`config.mk`:
```
export PLATFORM = sky130hd
export DESIGN_NAME = dpch_adapter_flat
export DESIGN_NICKNAME = d
export VERILOG_FILES = /design/src/dpch_pkg.sv /design/src/dpch_if.sv /design/src/dpch_parity_chk.sv /design/src/dpch_adapter.sv /design/src/flat_wrapper.sv
export SDC_FILE = /design/constraint.sdc
export NUM_CORES = 1
export LEC_CHECK = 0
export BUFFER_PORTS_ARGS = -buffer_cell sky130_fd_sc_hd__buf_2
export CAP_MARGIN = 0
export CELL_PAD_IN_SITES_DETAIL_PLACEMENT = 1
export CELL_PAD_IN_SITES_GLOBAL_PLACEMENT = 2
export CORE_ASPECT_RATIO = 2
export CORE_MARGIN = 2
export CORE_UTILIZATION = 28
export DETAILED_ROUTE_END_ITERATION = 6
export GPL_TIMING_DRIVEN = 0
export PLACE_DENSITY_LB_ADDON = 0.1
export SLEW_MARGIN = 20
export SYNTH_ARGS = -nofsm -noshare
export SYNTH_HDL_FRONTEND = slang
export SYNTH_SLANG_ARGS = --single-unit
export TNS_END_PERCENT = 20
```
`constraint.sdc`:
```
create_clock -name core_clk -period 2.65 [get_ports core_clk]
set_clock_uncertainty 0.2 [all_clocks]
set_input_delay 0.53 -clock core_clk [delete_from_list [all_inputs] [get_ports core_clk]]
set_output_delay 0.53 -clock core_clk [all_outputs]
set_load 0.005 [all_outputs]
```
`src/dpch_pkg.sv`:
```
// package for the direct program control handshake: widths, timing, states
// assumes a single 50 MHz core clock on both ends
package dpch_pkg;
   localparam int CLK_PERIOD_NS = 20;
   localparam int SKEW_NS       = 200;
   // least time rounds up to whole cycles
   localparam int SKEW_CYCLES   = (SKEW_NS + CLK_PERIOD_NS - 1) / CLK_PERIOD_NS;
   localparam int STROBE_CYCLES = 2;
   localparam int DATA_W        = 8;
   localparam int ADDR_W        = 8;
   localparam int MOD_W         = 4;
   localparam int FUNC_W        = 3;
   localparam int CNT_W         = 5;
   localparam logic [FUNC_W-1:0] FUNC_DEVICE_CLEAR = 3'h7;
   localparam logic [CNT_W-1:0]  CNT_ZERO          = 5'h00;
   // longest wait for select or its release before the sequence is abandoned
   localparam logic [CNT_W-1:0]  WAIT_CYCLES       = 5'h1f;
   localparam logic [15:0]       IRQ_RESET         = 16'h0000;

   typedef enum logic [1:0] {
      OP_OUTPUT    = 2'b00,
      OP_INPUT     = 2'b01,
      OP_INTERRUPT = 2'b10
   } dpch_op_t;

   typedef enum logic [2:0] {
      ST_IDLE   = 3'b000,
      ST_SKEW   = 3'b001,
      ST_WAITSR = 3'b010,
      ST_STROBE = 3'b011,
      ST_DROP   = 3'b100,
      ST_WAITRL = 3'b101,
      ST_FINISH = 3'b110
   } dpch_state_t;

   // odd parity bit makes the nine bits carry odd weight
   function automatic logic oddParity(input logic [DATA_W-1:0] d);
      return ~(^d);
   endfunction
endpackage

```
`src/dpch_if.sv`:
```
// interface carrying the attachment bus between adapter and user device
// every line is active low on the wire; names end in _n
interface dpch_if;
   logic [dpch_pkg::FUNC_W-1:0] func_n;
   logic [dpch_pkg::MOD_W-1:0]  mod_n;
   logic [dpch_pkg::ADDR_W-1:0] addr_n;
   logic [dpch_pkg::DATA_W-1:0] dataOut_n;
   logic                        dataOutPar_n;
   logic                        ioActive_n;
   logic                        intActive_n;
   logic                        strobe_n;
   logic                        selResp_n;
   logic [1:0]                  condCode_n;
   logic [dpch_pkg::DATA_W-1:0] dataIn_n;
   logic                        dataInPar_n;
   logic [15:0]                 intReq_n;

   modport adapter (output func_n, mod_n, addr_n, dataOut_n, dataOutPar_n, ioActive_n,
                    intActive_n, strobe_n,
                    input selResp_n, condCode_n, dataIn_n, dataInPar_n, intReq_n);
   modport device  (input func_n, mod_n, addr_n, dataOut_n, dataOutPar_n, ioActive_n,
                    intActive_n, strobe_n,
                    output selResp_n, condCode_n, dataIn_n, dataInPar_n, intReq_n);
endinterface

```
`src/dpch_parity_chk.sv`:
```
// parity checker for one eight bit bus plus its parity line
// assumes true-polarity data and parity at its inputs
module dpch_parity_chk (
   input  wire logic [dpch_pkg::DATA_W-1:0] data,
   input  wire logic                        par,
   output logic                             parErr
);
   // odd parity over the nine bits
   assign parErr = (dpch_pkg::oddParity(data) != par);
endmodule // dpch_parity_chk

```
`src/dpch_adapter.sv`:
```
// adapter end: runs output, input and interrupt service sequences on the bus
// assumes the device keeps its half of the handshake; one core clock
module dpch_adapter #(
   parameter bit HAS_PARITY_OPTION = 1'b0
) (
   input  wire logic                        core_clk,
   input  wire logic                        sys_rst,
   dpch_if.adapter                          bus,
   input  wire logic                        reqValid,
   output logic                             reqReady,
   input  wire dpch_pkg::dpch_op_t          reqOp,
   input  wire logic [dpch_pkg::FUNC_W-1:0] reqFunc,
   input  wire logic [dpch_pkg::MOD_W-1:0]  reqMod,
   input  wire logic [dpch_pkg::ADDR_W-1:0] reqAddr,
   input  wire logic [dpch_pkg::DATA_W-1:0] reqData,
   input  wire logic                        chanParErr,
   output logic                             doneValid,
   output logic                             doneStrobed,
   output logic                             doneParErr,
   output logic                             doneTimeout,
   output logic [1:0]                       doneCond,
   output logic [dpch_pkg::DATA_W-1:0]      doneData,
   output logic [15:0]                      intPending
);
   // fields first show one edge after capture, so the skew count must run
   // a full SKEW_CYCLES from there; one cycle short would break the 200 ns
   localparam logic [dpch_pkg::CNT_W-1:0] SKEW_LAST =
      dpch_pkg::CNT_W'(dpch_pkg::SKEW_CYCLES);
   localparam logic [dpch_pkg::CNT_W-1:0] STB_LAST =
      dpch_pkg::CNT_W'(dpch_pkg::STROBE_CYCLES - 1);
   localparam logic [dpch_pkg::CNT_W-1:0] WAIT_LAST = dpch_pkg::WAIT_CYCLES;

   dpch_pkg::dpch_state_t state;
   dpch_pkg::dpch_state_t next_state;
   dpch_pkg::dpch_op_t    op;
   logic [dpch_pkg::CNT_W-1:0] cnt;
   logic [dpch_pkg::FUNC_W-1:0] func;
   logic [dpch_pkg::MOD_W-1:0]  modi;
   logic [dpch_pkg::ADDR_W-1:0] addr;
   logic [dpch_pkg::DATA_W-1:0] dout;
   logic drive;
   logic drvData;
   logic inParErr;
   logic selAct;
   logic skipStrobe;
   logic timedOut;

   assign selAct   = ~bus.selResp_n;
   assign reqReady = (state == dpch_pkg::ST_IDLE);
   assign timedOut = (cnt == WAIT_LAST);

   dpch_parity_chk inChk (
      .data   (~bus.dataIn_n),
      .par    (~bus.dataInPar_n),
      .parErr (inParErr)
   );

   // strobe is withheld on an input parity fault and, without HAS_PARITY_OPTION, on a channel fault of an output other than device clear
   always_comb begin
      skipStrobe = 1'b0;
      if (op == dpch_pkg::OP_INPUT) begin
         skipStrobe = inParErr;
      end else if (op == dpch_pkg::OP_OUTPUT && !HAS_PARITY_OPTION) begin
         skipStrobe = chanParErr && (func != dpch_pkg::FUNC_DEVICE_CLEAR);
      end
   end

   // sequence state; a silent device is abandoned after a bounded wait
   always_comb begin
      next_state = state;
      case (state)
         dpch_pkg::ST_IDLE:   if (reqValid) next_state = dpch_pkg::ST_SKEW;
         dpch_pkg::ST_SKEW:   if (cnt == SKEW_LAST) next_state = dpch_pkg::ST_WAITSR;
         dpch_pkg::ST_WAITSR: begin
            if (selAct) next_state = skipStrobe ? dpch_pkg::ST_DROP : dpch_pkg::ST_STROBE;
            else if (timedOut) next_state = dpch_pkg::ST_DROP;
         end
         dpch_pkg::ST_STROBE: if (cnt == STB_LAST) next_state = dpch_pkg::ST_DROP;
         dpch_pkg::ST_DROP:   next_state = dpch_pkg::ST_WAITRL;
         dpch_pkg::ST_WAITRL: begin
            if (!selAct || timedOut) next_state = dpch_pkg::ST_FINISH;
         end
         dpch_pkg::ST_FINISH: next_state = dpch_pkg::ST_IDLE;
         default:             next_state = dpch_pkg::ST_IDLE;
      endcase
   end

   always_ff @(posedge core_clk) begin
      if (sys_rst) state <= dpch_pkg::ST_IDLE;
      else state <= next_state;
   end

   // one counter serves skew, strobe width and wait limits
   always_ff @(posedge core_clk) begin
      if (sys_rst || next_state != state) cnt <= dpch_pkg::CNT_ZERO;
      else if (!timedOut) cnt <= cnt + 5'h01;
   end

   // request capture; fields stay put until the sequence finishes
   always_ff @(posedge core_clk) begin
      if (sys_rst) begin
         op   <= dpch_pkg::OP_OUTPUT;
         func <= '0;
         modi <= '0;
         addr <= '0;
         dout <= '0;
      end else if (state == dpch_pkg::ST_IDLE && reqValid) begin
         op   <= reqOp;
         func <= reqFunc;
         modi <= reqMod;
         addr <= reqAddr;
         dout <= reqData;
      end
   end

   // lines are driven from skew start up to the final step
   always_ff @(posedge core_clk) begin
      if (sys_rst) begin
         drive   <= 1'b0;
         drvData <= 1'b0;
      end else if (state == dpch_pkg::ST_IDLE && reqValid) begin
         drive   <= 1'b1;
         drvData <= (reqOp == dpch_pkg::OP_OUTPUT);
      end else if (state == dpch_pkg::ST_WAITRL && next_state == dpch_pkg::ST_FINISH) begin
         drive   <= 1'b0;
         drvData <= 1'b0;
      end
   end

   // active low wire levels; released lines float high
   always_ff @(posedge core_clk) begin
      if (sys_rst) begin
         bus.func_n       <= '1;
         bus.mod_n        <= '1;
         bus.addr_n       <= '1;
         bus.dataOut_n    <= '1;
         bus.dataOutPar_n <= 1'b1;
         bus.ioActive_n   <= 1'b1;
         bus.intActive_n  <= 1'b1;
         bus.strobe_n     <= 1'b1;
      end else begin
         // fields follow the captured copies only, so no stale address leaks
         // out on the capture edge of a back-to-back request
         bus.addr_n       <= ~(drive ? addr : '0);
         bus.func_n       <= ~(drive && op != dpch_pkg::OP_INTERRUPT ? func : '0);
         bus.mod_n        <= ~(drive && op != dpch_pkg::OP_INTERRUPT ? modi : '0);
         bus.dataOut_n    <= ~(drvData ? dout : '0);
         bus.dataOutPar_n <= ~(drvData && dpch_pkg::oddParity(dout));
         // tags stay one cycle past the strobe so they fall strictly after it
         bus.ioActive_n   <= ~((next_state == dpch_pkg::ST_WAITSR ||
                               next_state == dpch_pkg::ST_STROBE ||
                               next_state == dpch_pkg::ST_DROP) &&
                               op != dpch_pkg::OP_INTERRUPT);
         bus.intActive_n  <= ~((next_state == dpch_pkg::ST_WAITSR ||
                               next_state == dpch_pkg::ST_STROBE ||
                               next_state == dpch_pkg::ST_DROP) &&
                               op == dpch_pkg::OP_INTERRUPT);
         bus.strobe_n     <= ~(next_state == dpch_pkg::ST_STROBE);
      end
   end

   // device answers are sampled as the select arrives, before the strobe
   always_ff @(posedge core_clk) begin
      if (sys_rst) begin
         doneCond    <= 2'h0;
         doneData    <= '0;
         doneParErr  <= 1'b0;
         doneStrobed <= 1'b0;
         doneTimeout <= 1'b0;
      end else if (state == dpch_pkg::ST_WAITSR) begin
         doneCond    <= ~bus.condCode_n;
         doneData    <= ~bus.dataIn_n;
         doneParErr  <= skipStrobe;
         doneStrobed <= selAct && !skipStrobe;
         doneTimeout <= !selAct && timedOut;
      end
   end

   always_ff @(posedge core_clk) begin
      if (sys_rst) doneValid <= 1'b0;
      else doneValid <= (state == dpch_pkg::ST_FINISH);
   end

   always_ff @(posedge core_clk) begin
      if (sys_rst) intPending <= dpch_pkg::IRQ_RESET;
      else intPending <= ~bus.intReq_n;
   end
endmodule // dpch_adapter

```
`src/flat_wrapper.sv`:
```
// flat-port wrapper written by rule: the top's interface ports become plain ports
module dpch_adapter_flat 
#(
   parameter bit HAS_PARITY_OPTION = 1'b0
)
  (core_clk, sys_rst, reqValid, reqReady, reqOp, reqFunc, reqMod, reqAddr, reqData, chanParErr, doneValid, doneStrobed, doneParErr, doneTimeout, doneCond, doneData, intPending, bus_func_n, bus_mod_n, bus_addr_n, bus_dataOut_n, bus_dataOutPar_n, bus_ioActive_n, bus_intActive_n, bus_strobe_n, bus_selResp_n, bus_condCode_n, bus_dataIn_n, bus_dataInPar_n, bus_intReq_n);
  dpch_if bus_i ();
  input  wire logic core_clk;
  input  wire logic sys_rst;
  input  wire logic reqValid;
  output logic reqReady;
  input  wire dpch_pkg::dpch_op_t reqOp;
  input  wire logic [dpch_pkg::FUNC_W-1:0] reqFunc;
  input  wire logic [dpch_pkg::MOD_W-1:0] reqMod;
  input  wire logic [dpch_pkg::ADDR_W-1:0] reqAddr;
  input  wire logic [dpch_pkg::DATA_W-1:0] reqData;
  input  wire logic chanParErr;
  output logic doneValid;
  output logic doneStrobed;
  output logic doneParErr;
  output logic doneTimeout;
  output logic [1:0] doneCond;
  output logic [dpch_pkg::DATA_W-1:0] doneData;
  output logic [15:0] intPending;
  output wire logic [$bits(bus_i.func_n)-1:0] bus_func_n;
  output wire logic [$bits(bus_i.mod_n)-1:0] bus_mod_n;
  output wire logic [$bits(bus_i.addr_n)-1:0] bus_addr_n;
  output wire logic [$bits(bus_i.dataOut_n)-1:0] bus_dataOut_n;
  output wire logic [$bits(bus_i.dataOutPar_n)-1:0] bus_dataOutPar_n;
  output wire logic [$bits(bus_i.ioActive_n)-1:0] bus_ioActive_n;
  output wire logic [$bits(bus_i.intActive_n)-1:0] bus_intActive_n;
  output wire logic [$bits(bus_i.strobe_n)-1:0] bus_strobe_n;
  input wire logic [$bits(bus_i.selResp_n)-1:0] bus_selResp_n;
  input wire logic [$bits(bus_i.condCode_n)-1:0] bus_condCode_n;
  input wire logic [$bits(bus_i.dataIn_n)-1:0] bus_dataIn_n;
  input wire logic [$bits(bus_i.dataInPar_n)-1:0] bus_dataInPar_n;
  input wire logic [$bits(bus_i.intReq_n)-1:0] bus_intReq_n;
  assign bus_func_n = bus_i.func_n;
  assign bus_mod_n = bus_i.mod_n;
  assign bus_addr_n = bus_i.addr_n;
  assign bus_dataOut_n = bus_i.dataOut_n;
  assign bus_dataOutPar_n = bus_i.dataOutPar_n;
  assign bus_ioActive_n = bus_i.ioActive_n;
  assign bus_intActive_n = bus_i.intActive_n;
  assign bus_strobe_n = bus_i.strobe_n;
  assign bus_i.selResp_n = bus_selResp_n;
  assign bus_i.condCode_n = bus_condCode_n;
  assign bus_i.dataIn_n = bus_dataIn_n;
  assign bus_i.dataInPar_n = bus_dataInPar_n;
  assign bus_i.intReq_n = bus_intReq_n;
  dpch_adapter #(.HAS_PARITY_OPTION(HAS_PARITY_OPTION)) u_core (.core_clk(core_clk), .sys_rst(sys_rst), .bus(bus_i), .reqValid(reqValid), .reqReady(reqReady), .reqOp(reqOp), .reqFunc(reqFunc), .reqMod(reqMod), .reqAddr(reqAddr), .reqData(reqData), .chanParErr(chanParErr), .doneValid(doneValid), .doneStrobed(doneStrobed), .doneParErr(doneParErr), .doneTimeout(doneTimeout), .doneCond(doneCond), .doneData(doneData), .intPending(intPending));
endmodule
```
==> impl_metrics.csv <==
group,metric,value,unit
worst_setup_path,arrival,2.38,ns
timing,finalCritPeriodShare,89.9,%
cells_and_area,final.fill_count,1383,
grt,overflow,0,
route,avgViaCountPerCell,4.48,
floorplanning,die_w,79.3,um
timing,min_period,2.38,ns
cells_and_area,final_cells,620,
worst_setup_path,crit_buf_inv,0,
grt,grt_max_degree,18,
route,wl_per_cell,14.4,um
cells_and_area,drive_gt1_share,29.3,%
timing,max_slew_margin,61.1,%
worst_setup_path,slowest_delay,0.42,ns
place,dp_cells,605,
worst_setup_path,r2r_slack,0.27,ns
place,place_congestion,0.739,
power_and_ir_drop,power_frac_seq,49.5,%
route,drtPass1Iterations,4,
clock_tree,clk_pin_slew,0.07,ns
power_and_ir_drop,leakage,1.76,nW
cells_and_area,syn2layout_area_growth,32.3,%
floorplanning,core-area,11200,um2
timing,rsz0062_at_grt,"false",
cells_and_area,n_antenna_cell,0,
synthesis,seq_area_frac_synth,58.0,%
timing,max_freq,420,MHz
worst_setup_path,cp-start-kind,"flip-flop",
synthesis,yosysWarningCount,0,
grt,grt_pass1_vias,2859,
worst_setup_path,end_kind,"flip-flop",
worst_setup_path,crit_slowest_cell,"dfxtp_1",
floorplanning,ios,115,
route,antenna_left,0,
synthesis,synth_cell_types,39,
route,drc,0,
synthesis,synth_seq_cells,92,
synthesis,syn_nets,411,
synthesis,syn_area_per_cell,9.07,um2
grt,grt.total_usage,15.2,%
clock_tree,cts_max_path_buffers,2,
clock_tree,cts_sinks,92,
clock_tree,cts_made_buffers,9,
worst_setup_path,cp_max_fo,10,
power_and_ir_drop,p_per_area,696,nW/um2
grt,grt_pass1_wl,14300,um
cells_and_area,multi_input_area,1240,um2
route,drt_iter0_markers,45,
clock_tree,clock_latency,0.34,ns
power_and_ir_drop,sw_frac_of_total,24.9,%
power_and_ir_drop,ir_drop,0.338,mV
power_and_ir_drop,p_int,2.20,mW
run,maxCapViolations,0,
worst_setup_path,crit_type,"reg2reg",
synthesis,synthCells,350,
clock_tree,htreeDepth,3,
grt,antenna_found_initial,0,
floorplanning,dieArea,12300,um2
min_path,hold_class,"in2reg",
floorplanning,die_h,155,um
timing,slew_viol_final,0,
timing,worst_slew_pin_slew,0.583,ns
place,hpwlAfterDp,7060,um
cells_and_area,fin_nets,534,
power_and_ir_drop,power_frac_clock,42.2,%
cells_and_area,fin_util,37.5,%
synthesis,synth_area,3180,um2
worst_setup_path,worst_path_dominant_cell_family,"simple AND/OR/NAND/NOR gates",
floorplanning,initial_core_util,28.3,%
cells_and_area,regArea,1840,um2
route,wirelength,8920,um
status,outcome,"completed",
worst_setup_path,crit_chain,"ha_1 -> and3_1 -> ha_2 -> o21ai_0 -> or3_1 -> nand2_1 -> o32a_4 -> o211ai_2",
power_and_ir_drop,combPwrFrac,8.3,%
power_and_ir_drop,p_sw,0.728,mW
worst_setup_path,worstPathRequired,2.65,ns
timing,setup_viol,0,
route,num_vias,2776,
clock_tree,cts_tree,"built",
clock_tree,cts_setup_buffers,0,
power_and_ir_drop,report.power.total,2.93,mW
clock_tree,clockRootBuffer,"clkbuf_16",
timing,finalHoldViolCount,0,
place,io_buffers,113,
floorplanning,row_count,55,
## metal layers
| metal | global-route usage (%) | vias up | routed length, um |
|---|---|---|---|
| met5 | 0 | - | 0 |
| li1 | - | 1393 | - |
| met2 | 30.3 | 64 | 5240 |
| met4 | 5.25 | 0 | 157 |
| met1 | 14.7 | 1311 | 3190 |
| met3 | 3.09 | 8 | 329 |
## metrics by stage
stage                     instance area [um2]  hold WS (ns)  worst slack, ns  setup TNS (ns)
after floorplan                          3180         0.158            0.403               0
after global placement                   3920         0.165          -0.0153         -0.0272
after detailed placement                 3920         0.166          -0.0368         -0.0701
after CTS                                4200         0.127            0.104               0
after global routing                     4200         0.126           0.0891               0
final                                    4200         0.135            0.269               0
## cells by family (layout without fill, tap and decap cells)
kind of cell / count (synthesis) / in the layout / share of synthesized area [%]
AO/OA/AOI/OAI: 55 / 55 / 11.0
adder cells (fa/ha/maj): 4 / 4 / 1.58
buffers and inverters: 25 / 153 / 3.11
multiplexers: 1 / 1 / 0.315
flip-flops: 92 / 92 / 58.0
XOR/XNOR: 17 / 17 / 5.59
AND/OR/NAND/NOR: 156 / 156 / 20.5
## flip-flops by register name, indices dropped and copies added (netlist names), 4 cells and up
signal                flops
u_core.intPending        16
u_core.addr               8
u_core.bus.addr_n         8
u_core.bus.dataOut_n      8
u_core.doneData           8
u_core.dout               8
u_core.cnt                5
u_core.bus.mod_n          4
u_core.modi               4
## what timing repair did
item / in CTS / in global routing
hold buffers: 0 / 0
resized for setup: 0 / 1
setup endpoints to repair: 3 / 4
## power groups by stage
stage | Sequential, mW | Clock, mW | Combinational, mW
global route | 1.45 | 1.34 | 0.276
floorplan | 1.48 | 0 | 0.141
detailed placement | 1.48 | 0 | 0.251
global placement | 1.48 | 0 | 0.246
finish | 1.45 | 1.23 | 0.244
CTS | 1.45 | 1.28 | 0.252
## final timing paths
check,start,end,cells after the start
max,u_core.cnt[0],u_core.bus.intActive_n,8
min,bus_intReq_n[5],u_core.intPending[5],2
max reg2reg,u_core.cnt[0],u_core.bus.intActive_n,8
min reg2reg,u_core.modi[2],u_core.bus.mod_n[2],1
## layout make-up
cell class              instances  area share [%]
clock buffers                  10            5.45
well taps                     142            4.23
flip-flops and latches         92            43.8
clock inverters                 6            1.34
plain buffers                  18            1.73
inverters                       6           0.536
repair buffers                113            13.5
multi-input cells             233            29.4
## synthesized netlist by cell type
library cell  number  area (um2)
a211oi_1          11        82.6
a21oi_1           32         160
a22oi_1            1        7.51
a31o_2             1        8.76
a31oi_1            1        6.26
and2_1             1        6.26
and3_1             2        12.5
buf_1              1        3.75
buf_2              4        20.0
clkbuf_1          14        52.6
dfxtp_1           92        1840
ha_1               4        50.1
inv_1              5        18.8
inv_2              1        3.75
mux2i_1            1        10.0
nand2_1           83         312
nand2b_1           1        6.26
nand3_1            4        20.0
nand3b_1           1        7.51
nand4_1            1        6.26
nand4b_1           1        8.76
nor2_1            44         165
nor2b_1            8        50.1
nor3_1             7        35.0
o211ai_2           1        12.5
o21a_1             1        7.51
o21ai_0            2        10.0
o21ai_1            1        5.00
o221ai_1           1        8.76
o22ai_1            1        6.26
o32a_1             1        10.0
o32a_4             1        22.5
or2_2              1        6.26
or3_1              1        6.26
or4_1              1        7.51
xnor2_1           12         105
xnor2_2            2        32.5
xnor3_1            1        22.5
xor2_1             2        17.5
## layout by cell type, fill, tap and decap left out, types with 2 or more instances in the layout
| master | instances |
|---|---|
| nand2_1 | 83 |
| a21oi_1 | 32 |
| buf_2 | 117 |
| clkbuf_16 | 9 |
| inv_1 | 5 |
| xnor2_1 | 12 |
| nor3_1 | 7 |
| nand3_1 | 4 |
| and3_1 | 2 |
| o21ai_0 | 2 |
| xor2_1 | 2 |
| inv_8 | 2 |
| ha_1 | 3 |
| a211oi_1 | 11 |
| nor2b_1 | 8 |
| inv_6 | 2 |
| clkbuf_1 | 14 |
| dfxtp_1 | 92 |
| xnor2_2 | 2 |
| nor2_1 | 44 |
Power figures use the tool's default switching activity.
